[src/common/bvsr_pkg.sv]
// constants and types for the buck voltage and ramp register bank
package bvsr_pkg;

  localparam logic [7:0] BVSR_ADDR_B1_VA   = 8'h23;
  localparam logic [7:0] BVSR_ADDR_B1_VB   = 8'h24;
  localparam logic [7:0] BVSR_ADDR_B1_RAMP = 8'h25;
  localparam logic [7:0] BVSR_ADDR_B0_VA   = 8'h26;
  localparam logic [7:0] BVSR_ADDR_B0_VB   = 8'h27;
  localparam logic [7:0] BVSR_ADDR_B0_RAMP = 8'h28;
  localparam logic [7:0] BVSR_ADDR_B2_L8   = 8'h42;

  localparam int         BVSR_NREG         = 7;
  localparam logic [7:0] BVSR_VOLT_MASK    = 8'h1F;
  localparam logic [7:0] BVSR_RAMP_MASK    = 8'h07;
  localparam logic [7:0] BVSR_FULL_MASK    = 8'hFF;
  localparam logic [7:0] BVSR_RESET_VAL    = 8'h00;
  localparam logic [1:0] BVSR_SEL_A        = 2'h0;

  // slot of each register in the bank, same order as the address map
  localparam int         BVSR_IDX_B1_VA    = 0;
  localparam int         BVSR_IDX_B1_VB    = 1;
  localparam int         BVSR_IDX_B1_RAMP  = 2;
  localparam int         BVSR_IDX_B0_VA    = 3;
  localparam int         BVSR_IDX_B0_VB    = 4;
  localparam int         BVSR_IDX_B0_RAMP  = 5;
  localparam int         BVSR_IDX_B2_L8    = 6;

  // field positions inside a register
  localparam int         BVSR_LSB          = 0;
  localparam int         BVSR_CODE_MSB     = 4;
  localparam int         BVSR_RAMP_MSB     = 2;
  localparam int         BVSR_L8_LSB       = 5;
  localparam int         BVSR_L8_MSB       = 7;

  // voltages in millivolts, ramp in uV/us, pwm in kHz
  localparam int         BVSR_B01_BASE_MV  = 725;
  localparam int         BVSR_B01_STEP_MV  = 25;
  localparam int         BVSR_B2_BASE_MV   = 3000;
  localparam int         BVSR_B2_STEP_MV   = 50;
  localparam int         BVSR_RAMP_BASE_UV = 110;
  localparam int         BVSR_PWM_KHZ      = 2250;

  typedef enum logic [1:0] {
    BVSR_ST_HOLD  = 2'b00,
    BVSR_ST_START = 2'b01
  } bvsr_state_t;

  typedef struct packed {
    logic       wr;
    logic       rd;
    logic [7:0] addr;
    logic [7:0] wdata;
  } bvsr_req_t;

  typedef struct packed {
    logic [4:0] code;
    logic [2:0] ramp;
    logic       start;
  } bvsr_target_t;

endpackage : bvsr_pkg

[src/rtl/bvsr_regs.sv]
// buck voltage and ramp register bank behind the serial-bus register port
`timescale 1ns/1ns
module bvsr_regs
  import bvsr_pkg::*;
(
  input  wire logic         clk,
  input  wire logic         rst_n,
  input  wire bvsr_req_t    req,
  input  wire logic [1:0]   b0_sel,
  input  wire logic [1:0]   b0_go,
  input  wire logic [1:0]   b1_sel,
  input  wire logic [1:0]   b1_go,
  output logic [7:0]        rdata,
  output logic              rvalid,
  output bvsr_target_t      buck0_tgt,
  output bvsr_target_t      buck1_tgt,
  output logic [4:0]        buck2_voltage_code,
  output logic [2:0]        linear8_voltage_code
);

  // ----------------------------------------------------------------
  // address map
  // ----------------------------------------------------------------
  localparam logic [7:0] ADDRS [BVSR_NREG] = '{BVSR_ADDR_B1_VA, BVSR_ADDR_B1_VB,
      BVSR_ADDR_B1_RAMP, BVSR_ADDR_B0_VA, BVSR_ADDR_B0_VB, BVSR_ADDR_B0_RAMP,
      BVSR_ADDR_B2_L8};
  localparam logic [7:0] MASKS [BVSR_NREG] = '{BVSR_VOLT_MASK, BVSR_VOLT_MASK,
      BVSR_RAMP_MASK, BVSR_VOLT_MASK, BVSR_VOLT_MASK, BVSR_RAMP_MASK,
      BVSR_FULL_MASK};

  typedef struct packed {
    logic [BVSR_NREG-1:0][7:0] regs;
    logic [7:0]                rdata;
    logic                      rvalid;
    bvsr_target_t              t0;
    bvsr_target_t              t1;
    logic [1:0]                go0;
    logic [1:0]                go1;
  } bvsr_st_t;

  bvsr_st_t             st_reg;
  bvsr_st_t             st_next;
  logic [BVSR_NREG-1:0] hit;

  genvar g;
  generate
    for (g = 0; g < BVSR_NREG; g++) begin : g_dec
      assign hit[g] = (req.addr == ADDRS[g]);
    end
  endgenerate

  // ----------------------------------------------------------------
  // next state
  // ----------------------------------------------------------------
  always_comb begin
    st_next        = st_reg;
    st_next.rvalid = req.rd;
    st_next.rdata  = BVSR_RESET_VAL;
    for (int i = 0; i < BVSR_NREG; i++) begin
      if (req.wr && hit[i]) begin
        st_next.regs[i] = req.wdata & MASKS[i];
      end
      if (req.rd && hit[i]) begin
        st_next.rdata = st_reg.regs[i];
      end
    end
    st_next.go0      = b0_go;
    st_next.go1      = b1_go;
    st_next.t0.start = 1'h0;
    st_next.t1.start = 1'h0;
    // newly raised go bit latches the target; a go level held high never retriggers
    if (|(b0_go & ~st_reg.go0)) begin
      if (b0_sel == BVSR_SEL_A) begin
        st_next.t0.code = st_reg.regs[BVSR_IDX_B0_VA][BVSR_CODE_MSB:BVSR_LSB];
      end else begin
        st_next.t0.code = st_reg.regs[BVSR_IDX_B0_VB][BVSR_CODE_MSB:BVSR_LSB];
      end
      st_next.t0.ramp  = st_reg.regs[BVSR_IDX_B0_RAMP][BVSR_RAMP_MSB:BVSR_LSB];
      st_next.t0.start = 1'h1;
    end
    if (|(b1_go & ~st_reg.go1)) begin
      if (b1_sel == BVSR_SEL_A) begin
        st_next.t1.code = st_reg.regs[BVSR_IDX_B1_VA][BVSR_CODE_MSB:BVSR_LSB];
      end else begin
        st_next.t1.code = st_reg.regs[BVSR_IDX_B1_VB][BVSR_CODE_MSB:BVSR_LSB];
      end
      st_next.t1.ramp  = st_reg.regs[BVSR_IDX_B1_RAMP][BVSR_RAMP_MSB:BVSR_LSB];
      st_next.t1.start = 1'h1;
    end
  end

  always_ff @(posedge clk or negedge rst_n) begin
    if (!rst_n) begin
      st_reg <= '0;
    end else begin
      st_reg <= st_next;
    end
  end

  // ----------------------------------------------------------------
  // outputs
  // ----------------------------------------------------------------
  assign rdata                = st_reg.rdata;
  assign rvalid               = st_reg.rvalid;
  assign buck0_tgt            = st_reg.t0;
  assign buck1_tgt            = st_reg.t1;
  assign buck2_voltage_code   = st_reg.regs[BVSR_IDX_B2_L8][BVSR_CODE_MSB:BVSR_LSB];
  assign linear8_voltage_code = st_reg.regs[BVSR_IDX_B2_L8][BVSR_L8_MSB:BVSR_L8_LSB];

  // ----------------------------------------------------------------
  // checks
  // ----------------------------------------------------------------
  property p_mask_v;
    @(posedge clk) disable iff (!rst_n)
      (req.wr && req.addr == BVSR_ADDR_B0_VA)
        |=> ((st_reg.regs[BVSR_IDX_B0_VA] & ~BVSR_VOLT_MASK) == BVSR_RESET_VAL);
  endproperty
  a_mask_v: assert property (p_mask_v) else $error("voltage upper bits set");

  property p_mask_r;
    @(posedge clk) disable iff (!rst_n)
      (req.wr && req.addr == BVSR_ADDR_B1_RAMP)
        |=> (st_reg.regs[BVSR_IDX_B1_RAMP] == ($past(req.wdata) & BVSR_RAMP_MASK));
  endproperty
  a_mask_r: assert property (p_mask_r) else $error("ramp write wrong");

  property p_rd;
    @(posedge clk) disable iff (!rst_n)
      (req.rd && req.addr == BVSR_ADDR_B2_L8)
        |=> (rvalid && rdata == $past(st_reg.regs[BVSR_IDX_B2_L8]));
  endproperty
  a_rd: assert property (p_rd) else $error("read data wrong");

  property p_unmapped;
    @(posedge clk) disable iff (!rst_n)
      (req.rd && hit == '0) |=> (rdata == 8'h00);
  endproperty
  a_unmapped: assert property (p_unmapped) else $error("unmapped read nonzero");

  property p_sel_a;
    @(posedge clk) disable iff (!rst_n)
      ($rose(|b0_go) && b0_sel == BVSR_SEL_A) |=> (buck0_tgt.start
        && buck0_tgt.code == $past(st_reg.regs[BVSR_IDX_B0_VA][BVSR_CODE_MSB:BVSR_LSB]));
  endproperty
  a_sel_a: assert property (p_sel_a) else $error("buck0 select a wrong");

  property p_sel_b;
    @(posedge clk) disable iff (!rst_n)
      ($rose(|b1_go) && b1_sel != BVSR_SEL_A) |=> (buck1_tgt.start
        && buck1_tgt.code == $past(st_reg.regs[BVSR_IDX_B1_VB][BVSR_CODE_MSB:BVSR_LSB]));
  endproperty
  a_sel_b: assert property (p_sel_b) else $error("buck1 select b wrong");

  property p_start_pulse;
    @(posedge clk) disable iff (!rst_n)
      buck0_tgt.start |=> !buck0_tgt.start;
  endproperty
  a_start_pulse: assert property (p_start_pulse) else $error("start not a pulse");

  property p_b2;
    @(posedge clk) disable iff (!rst_n)
      (req.wr && req.addr == BVSR_ADDR_B2_L8)
        |=> (buck2_voltage_code == $past(req.wdata[BVSR_CODE_MSB:BVSR_LSB])
        && linear8_voltage_code == $past(req.wdata[BVSR_L8_MSB:BVSR_L8_LSB]));
  endproperty
  a_b2: assert property (p_b2) else $error("shared register split wrong");

  property p_sel_b0b;
    @(posedge clk) disable iff (!rst_n)
      ($rose(|b0_go) && b0_sel != BVSR_SEL_A) |=> (buck0_tgt.start
        && buck0_tgt.code == $past(st_reg.regs[BVSR_IDX_B0_VB][BVSR_CODE_MSB:BVSR_LSB]));
  endproperty
  a_sel_b0b: assert property (p_sel_b0b) else $error("buck0 select b wrong");

  property p_sel_b1a;
    @(posedge clk) disable iff (!rst_n)
      ($rose(|b1_go) && b1_sel == BVSR_SEL_A) |=> (buck1_tgt.start
        && buck1_tgt.code == $past(st_reg.regs[BVSR_IDX_B1_VA][BVSR_CODE_MSB:BVSR_LSB]));
  endproperty
  a_sel_b1a: assert property (p_sel_b1a) else $error("buck1 select a wrong");

  property p_ramp0;
    @(posedge clk) disable iff (!rst_n)
      $rose(|b0_go)
        |=> (buck0_tgt.ramp == $past(st_reg.regs[BVSR_IDX_B0_RAMP][BVSR_RAMP_MSB:BVSR_LSB]));
  endproperty
  a_ramp0: assert property (p_ramp0) else $error("buck0 ramp rate not latched");

  property p_ramp1;
    @(posedge clk) disable iff (!rst_n)
      $rose(|b1_go)
        |=> (buck1_tgt.ramp == $past(st_reg.regs[BVSR_IDX_B1_RAMP][BVSR_RAMP_MSB:BVSR_LSB]));
  endproperty
  a_ramp1: assert property (p_ramp1) else $error("buck1 ramp rate not latched");

  property p_start_pulse1;
    @(posedge clk) disable iff (!rst_n)
      buck1_tgt.start |=> !buck1_tgt.start;
  endproperty
  a_start_pulse1: assert property (p_start_pulse1) else $error("buck1 start not a pulse");

  property p_go_hold;
    @(posedge clk) disable iff (!rst_n)
      ($past(rst_n) && b0_go == $past(b0_go) && b1_go == $past(b1_go))
        |=> (!buck0_tgt.start && !buck1_tgt.start);
  endproperty
  a_go_hold: assert property (p_go_hold) else $error("start without a new go bit");

  property p_rd_valid;
    @(posedge clk) disable iff (!rst_n)
      req.rd |=> rvalid;
  endproperty
  a_rd_valid: assert property (p_rd_valid) else $error("read not answered");

  property p_rd_idle;
    @(posedge clk) disable iff (!rst_n)
      !req.rd |=> (!rvalid && rdata == BVSR_RESET_VAL);
  endproperty
  a_rd_idle: assert property (p_rd_idle) else $error("read answer without a read");

  property p_unmapped_wr;
    @(posedge clk) disable iff (!rst_n)
      (req.wr && hit == '0) |=> (st_reg.regs == $past(st_reg.regs));
  endproperty
  a_unmapped_wr: assert property (p_unmapped_wr) else $error("unmapped write landed");

endmodule : bvsr_regs

[config.mk]
export PLATFORM = sky130hd
export DESIGN_NAME = bvsr_regs
export DESIGN_NICKNAME = d
export VERILOG_FILES = /design/src/common/bvsr_pkg.sv /design/src/rtl/bvsr_regs.sv
export SDC_FILE = /design/constraint.sdc
export NUM_CORES = 1
export LEC_CHECK = 0
export BUFFER_PORTS_ARGS = -buffer_cell sky130_fd_sc_hd__buf_4
export CAP_MARGIN = 20
export CORE_AREA = 2 2 82 92
export DETAILED_ROUTE_END_ITERATION = 16
export DIE_AREA = 0 0 84 94
export GPL_TIMING_DRIVEN = 0
export PLACE_DENSITY = 0.64
export SLEW_MARGIN = 20
export SYNTH_ARGS = -nofsm -noshare
export SYNTH_HDL_FRONTEND = slang
export SYNTH_SLANG_ARGS = --single-unit
[constraint.sdc]
create_clock -name clk -period 1.6 [get_ports clk]
set_input_delay 0.08 -clock clk [delete_from_list [all_inputs] [get_ports clk]]
set_output_delay 0.08 -clock clk [all_outputs]
set_load 0.005 [all_outputs]
Word level (Yosys, flattened, before mapping)
Cells that the tools add are included.

Register bits after elaboration: 65. Input bits: 28. Output and inout bits: 35. Word-level logic and storage cells: 57.

Eq/ne operators: 7. Multiplexer cells: 11. Bitwise logic cells: 4. Reduce and logical (&&, ||, !) cells: 18.

Operators with widths (count): $eq 8x6->1 const B (6); $mux 5 (8); $logic_and 1x1->1 (14); $eq 8x7->1 const B (1); $mux 8 (1); $and 2x2->2 (2); $logic_not 2->1 (2); $not 2->2 (2); $reduce_or 2->1 (2); $mux 1 (2).

Longest topological paths before layout
Depth after elaboration: 9. Depth in mapped cells: 6. Depth with buffers taken out: 4.

Least setup slack after synthesis
OpenSTA, ideal clock, no wires.

Kind: input -> register. Start point: in req[12] in the netlist's numbering. End point: reg st_reg (netlist bit rdata[0]). Library setup time: 128 ps. Arrival: 1414 ps. Data required time: 1472 ps. Path slack: 58 ps. Cell stages on the path: 6. Path buffers: 2. Path through: or4b_1 buf_2 or2_1 buf_6 o32ai_1 a21oi_1.

RTL lines: start, declared (line bvsr_regs.sv:8) `input wire bvsr_req_t req,`; end signal, assigned (line bvsr_regs.sv:96) `st_reg <= st_next;`; end, declared (line bvsr_regs.sv:41) `bvsr_st_t st_reg;`.

==> impl_metrics.tcl <==
set metrics [dict create \
    clock-sinks 65 \
    htree_levels 3 \
    syn_area_per_cell_um2 11.9 \
    grt_max_degree 66 \
    cp.required_ns 1.83 \
    grt.overflow.total 0 \
    final.min_clock_period_ns 1.53 \
    drt-wirelength-per-cell_um 14.8 \
    n_antenna_cell 0 \
    area_growth_pct 28.7 \
    skew_ns 0.00705 \
    endpoint_kind "flop" \
    antenna_left 0 \
    max_freq_mhz 652 \
    numPortBuffers 62 \
    rows 32 \
    cts_root_buffer "clkbuf_8" \
    fin_util 0.570 \
    leakagePower_nw 1.96 \
    routabilityCongestion 0.790 \
    fin_cells 431 \
    cts_max_path_buffers 2 \
    setup_ws_ns 0.0674 \
    yosysWarnings 0 \
    dp.cells 404 \
    largest_register_ffs 30 \
    tightest_slew_ns 0.826 \
    insertion_delay_ns 0.34 \
    grt_pass1_wl_um 10800 \
    die-area_um2 7900 \
    yosysSeqAreaShare 0.530 \
    routed_via_density 4.99 \
    clk_pin_slew_ns 0.07 \
    relSlewSlack 0.449 \
    grt_use_total 0.181 \
    drt_pass1_iterations 4 \
    fillers 614 \
    drive_gt1_frac 0.460 \
    critPathKind "in -> reg" \
    register_area_um2 1630 \
    synth_nets 285 \
    powerDensity_nw_per_um2 912 \
    crit_fanout 8 \
    synth-seq-cells 65 \
    drv_cap 0 \
    dp_slack_ns -0.267 \
    rsz0062_at_grt "no" \
    syn_area_um2 3070 \
    finalPower_mw 3.60 \
    io_pins 63 \
    setup_viol 0 \
    totalNegativeSetupSlack_ns 0 \
    drt_iter0_markers 52 \
    ir_drop_mv 0.445 \
    dr_total_vias 2150 \
    drt_wl_total_um 6390 \
    outcome "finished, final reports clean" \
    first_global_vias 2184 \
    cts_tree "yes" \
    die_width_um 84 \
    initial_core_util 0.443 \
    antenna_found_initial 0 \
    synth_cells 257 \
    ys_types 39 \
    dp_hpwl_um 4570 \
    hold_viol_final 0 \
    multi_input_area_um2 1130 \
    fin_crit_sh 0.958 \
    fin_nets 369 \
    cp-start-kind "primary input" \
    drv_slew 0 \
    cts_made_buffers 9 \
    core_area_um2 6930 \
    drc 0 \
    hold_path_class "in -> reg" \
    critical_path_arrival_ns 1.76 \
    die_h_um 94 \
]
[Yosys cell counts (all sizes together)]
cell,number,area share
dfrtp,65,0.53
mux2,41,0.15
buf,36,0.088
nor2,17,0.021
a21oi,13,0.021
mux2i,10,0.033
inv,9,0.011
nor3,9,0.016
clkbuf,5,0.0061
nand2b,5,0.010
nor2b,5,0.010
nand2,4,0.0049
nor4,4,0.0082
o21ai,4,0.0065
o22ai,4,0.0082
and2,3,0.0061
a22oi,2,0.0049
a2bb2oi,2,0.0057
nand4,2,0.0041
nand4b,2,0.0057
nor4b,2,0.0077
a221o,1,0.0033
a221oi,1,0.0029
and4,1,0.0029
nand3b,1,0.0024
nor3b,1,0.0041
nor4bb,1,0.0033
o21a,1,0.0024
o221ai,1,0.0029
o2bb2a,1,0.0065
o32ai,1,0.0029
or2,1,0.0020
or3,1,0.0020
or4b,1,0.0033
[through the flow]
stage	instance area [µm²]	hold slack, ns
after global placement	3640	0.199
after CTS	3930	0.00349
after global routing	3950	0.00968
after floorplan	3070	-0.216
after detailed placement	3640	0.200
final	3950	0.0193
[critical path: stages]
cell	delay, ns
dlygate4sd3_1	0.53
buf_4	0.12
nand3b_1	0.18
or2_1	0.28
buf_6	0.14
o32ai_1	0.31
a21oi_1	0.11
[what timing repair did]
action                     in CTS  in global routing
gates resized for setup         0                  4
setup endpoints to repair       0                 14
hold endpoints to repair       74                  0
setup buffers                   0                  1
hold buffers                   10                  0
[final timing paths]
path	end	startpoint	cells after the start	slack [ns]
worst max register to register	buck1_tgt[7]	st_reg[0]	4	0.22
max in group asynchronous	buck2_voltage_code[2]	rst_n	2	0.68
worst min register to register	rdata[6]	linear8_voltage_code[1]	1	0.51
worst min-delay path	st_reg[58]	req[3]	2	0.02
worst max-delay path	rdata[0]	req[16]	7	0.07
min in group asynchronous	rdata[4]	rst_n	2	0.37
[layer usage]
metal  global-route usage  wire, µm  vias to the layer above  share of wire
li1                     -         -                     1046              -
met1                0.230      2760                     1034           0.43
met2                0.291      3260                       59           0.51
met3               0.0422       249                       11          0.039
met4               0.0887       131                        0          0.020
met5                    0         0                        -              0
[where the power goes]
| part | internal, mW | switching, mW | leakage (nW) |
|---|---|---|---|
| combinational | 0.273 | 0.193 | 0.997 |
| clock | 0.759 | 0.591 | 0.0974 |
| sequential | 1.73 | 0.0553 | 0.869 |
| total | 2.77 | 0.840 | 1.96 |
[cell type report]
| class | instances | area share |
|---|---|---|
| clock buffers | 13 | 0.0377 |
| plain buffers | 41 | 0.0738 |
| repair buffers | 73 | 0.145 |
| multi-input cells | 142 | 0.286 |
| flip-flops and latches | 65 | 0.412 |
| well taps | 85 | 0.0269 |
| clock inverters | 3 | 0.0101 |
| inverters | 9 | 0.00855 |
[cell families (layout without fill, tap and decap cells)]
logic type / count (synthesis) / count (layout) / synth area share
flops: 65 / 65 / 0.530
simple gates: 60 / 60 / 0.114
mux: 51 / 51 / 0.183
compound gates: 31 / 31 / 0.0673
buf+inv: 50 / 139 / 0.106
[placed cells by master, fill, tap and decap left out, types with 2 or more instances in the layout]
master,synthesis,layout
buf_4,34,97
dfrtp_1,65,65
mux2_2,41,41
nor2_1,17,17
a21oi_1,13,13
mux2i_1,10,10
clkbuf_8,0,10
dlygate4sd3_1,0,10
inv_1,9,9
nor3_1,8,8
clkbuf_1,5,7
nand2b_1,5,5
nor2b_1,5,5
nand2_1,4,4
nor4_1,4,4
o22ai_1,4,3
o21ai_1,3,3
and2_1,3,3
nand4b_1,2,2
a22oi_1,2,2
nand4_1,2,2
a2bb2oi_1,2,2
clkinv_2,0,2
No activity file was read; power rests on OpenSTA's default activity.
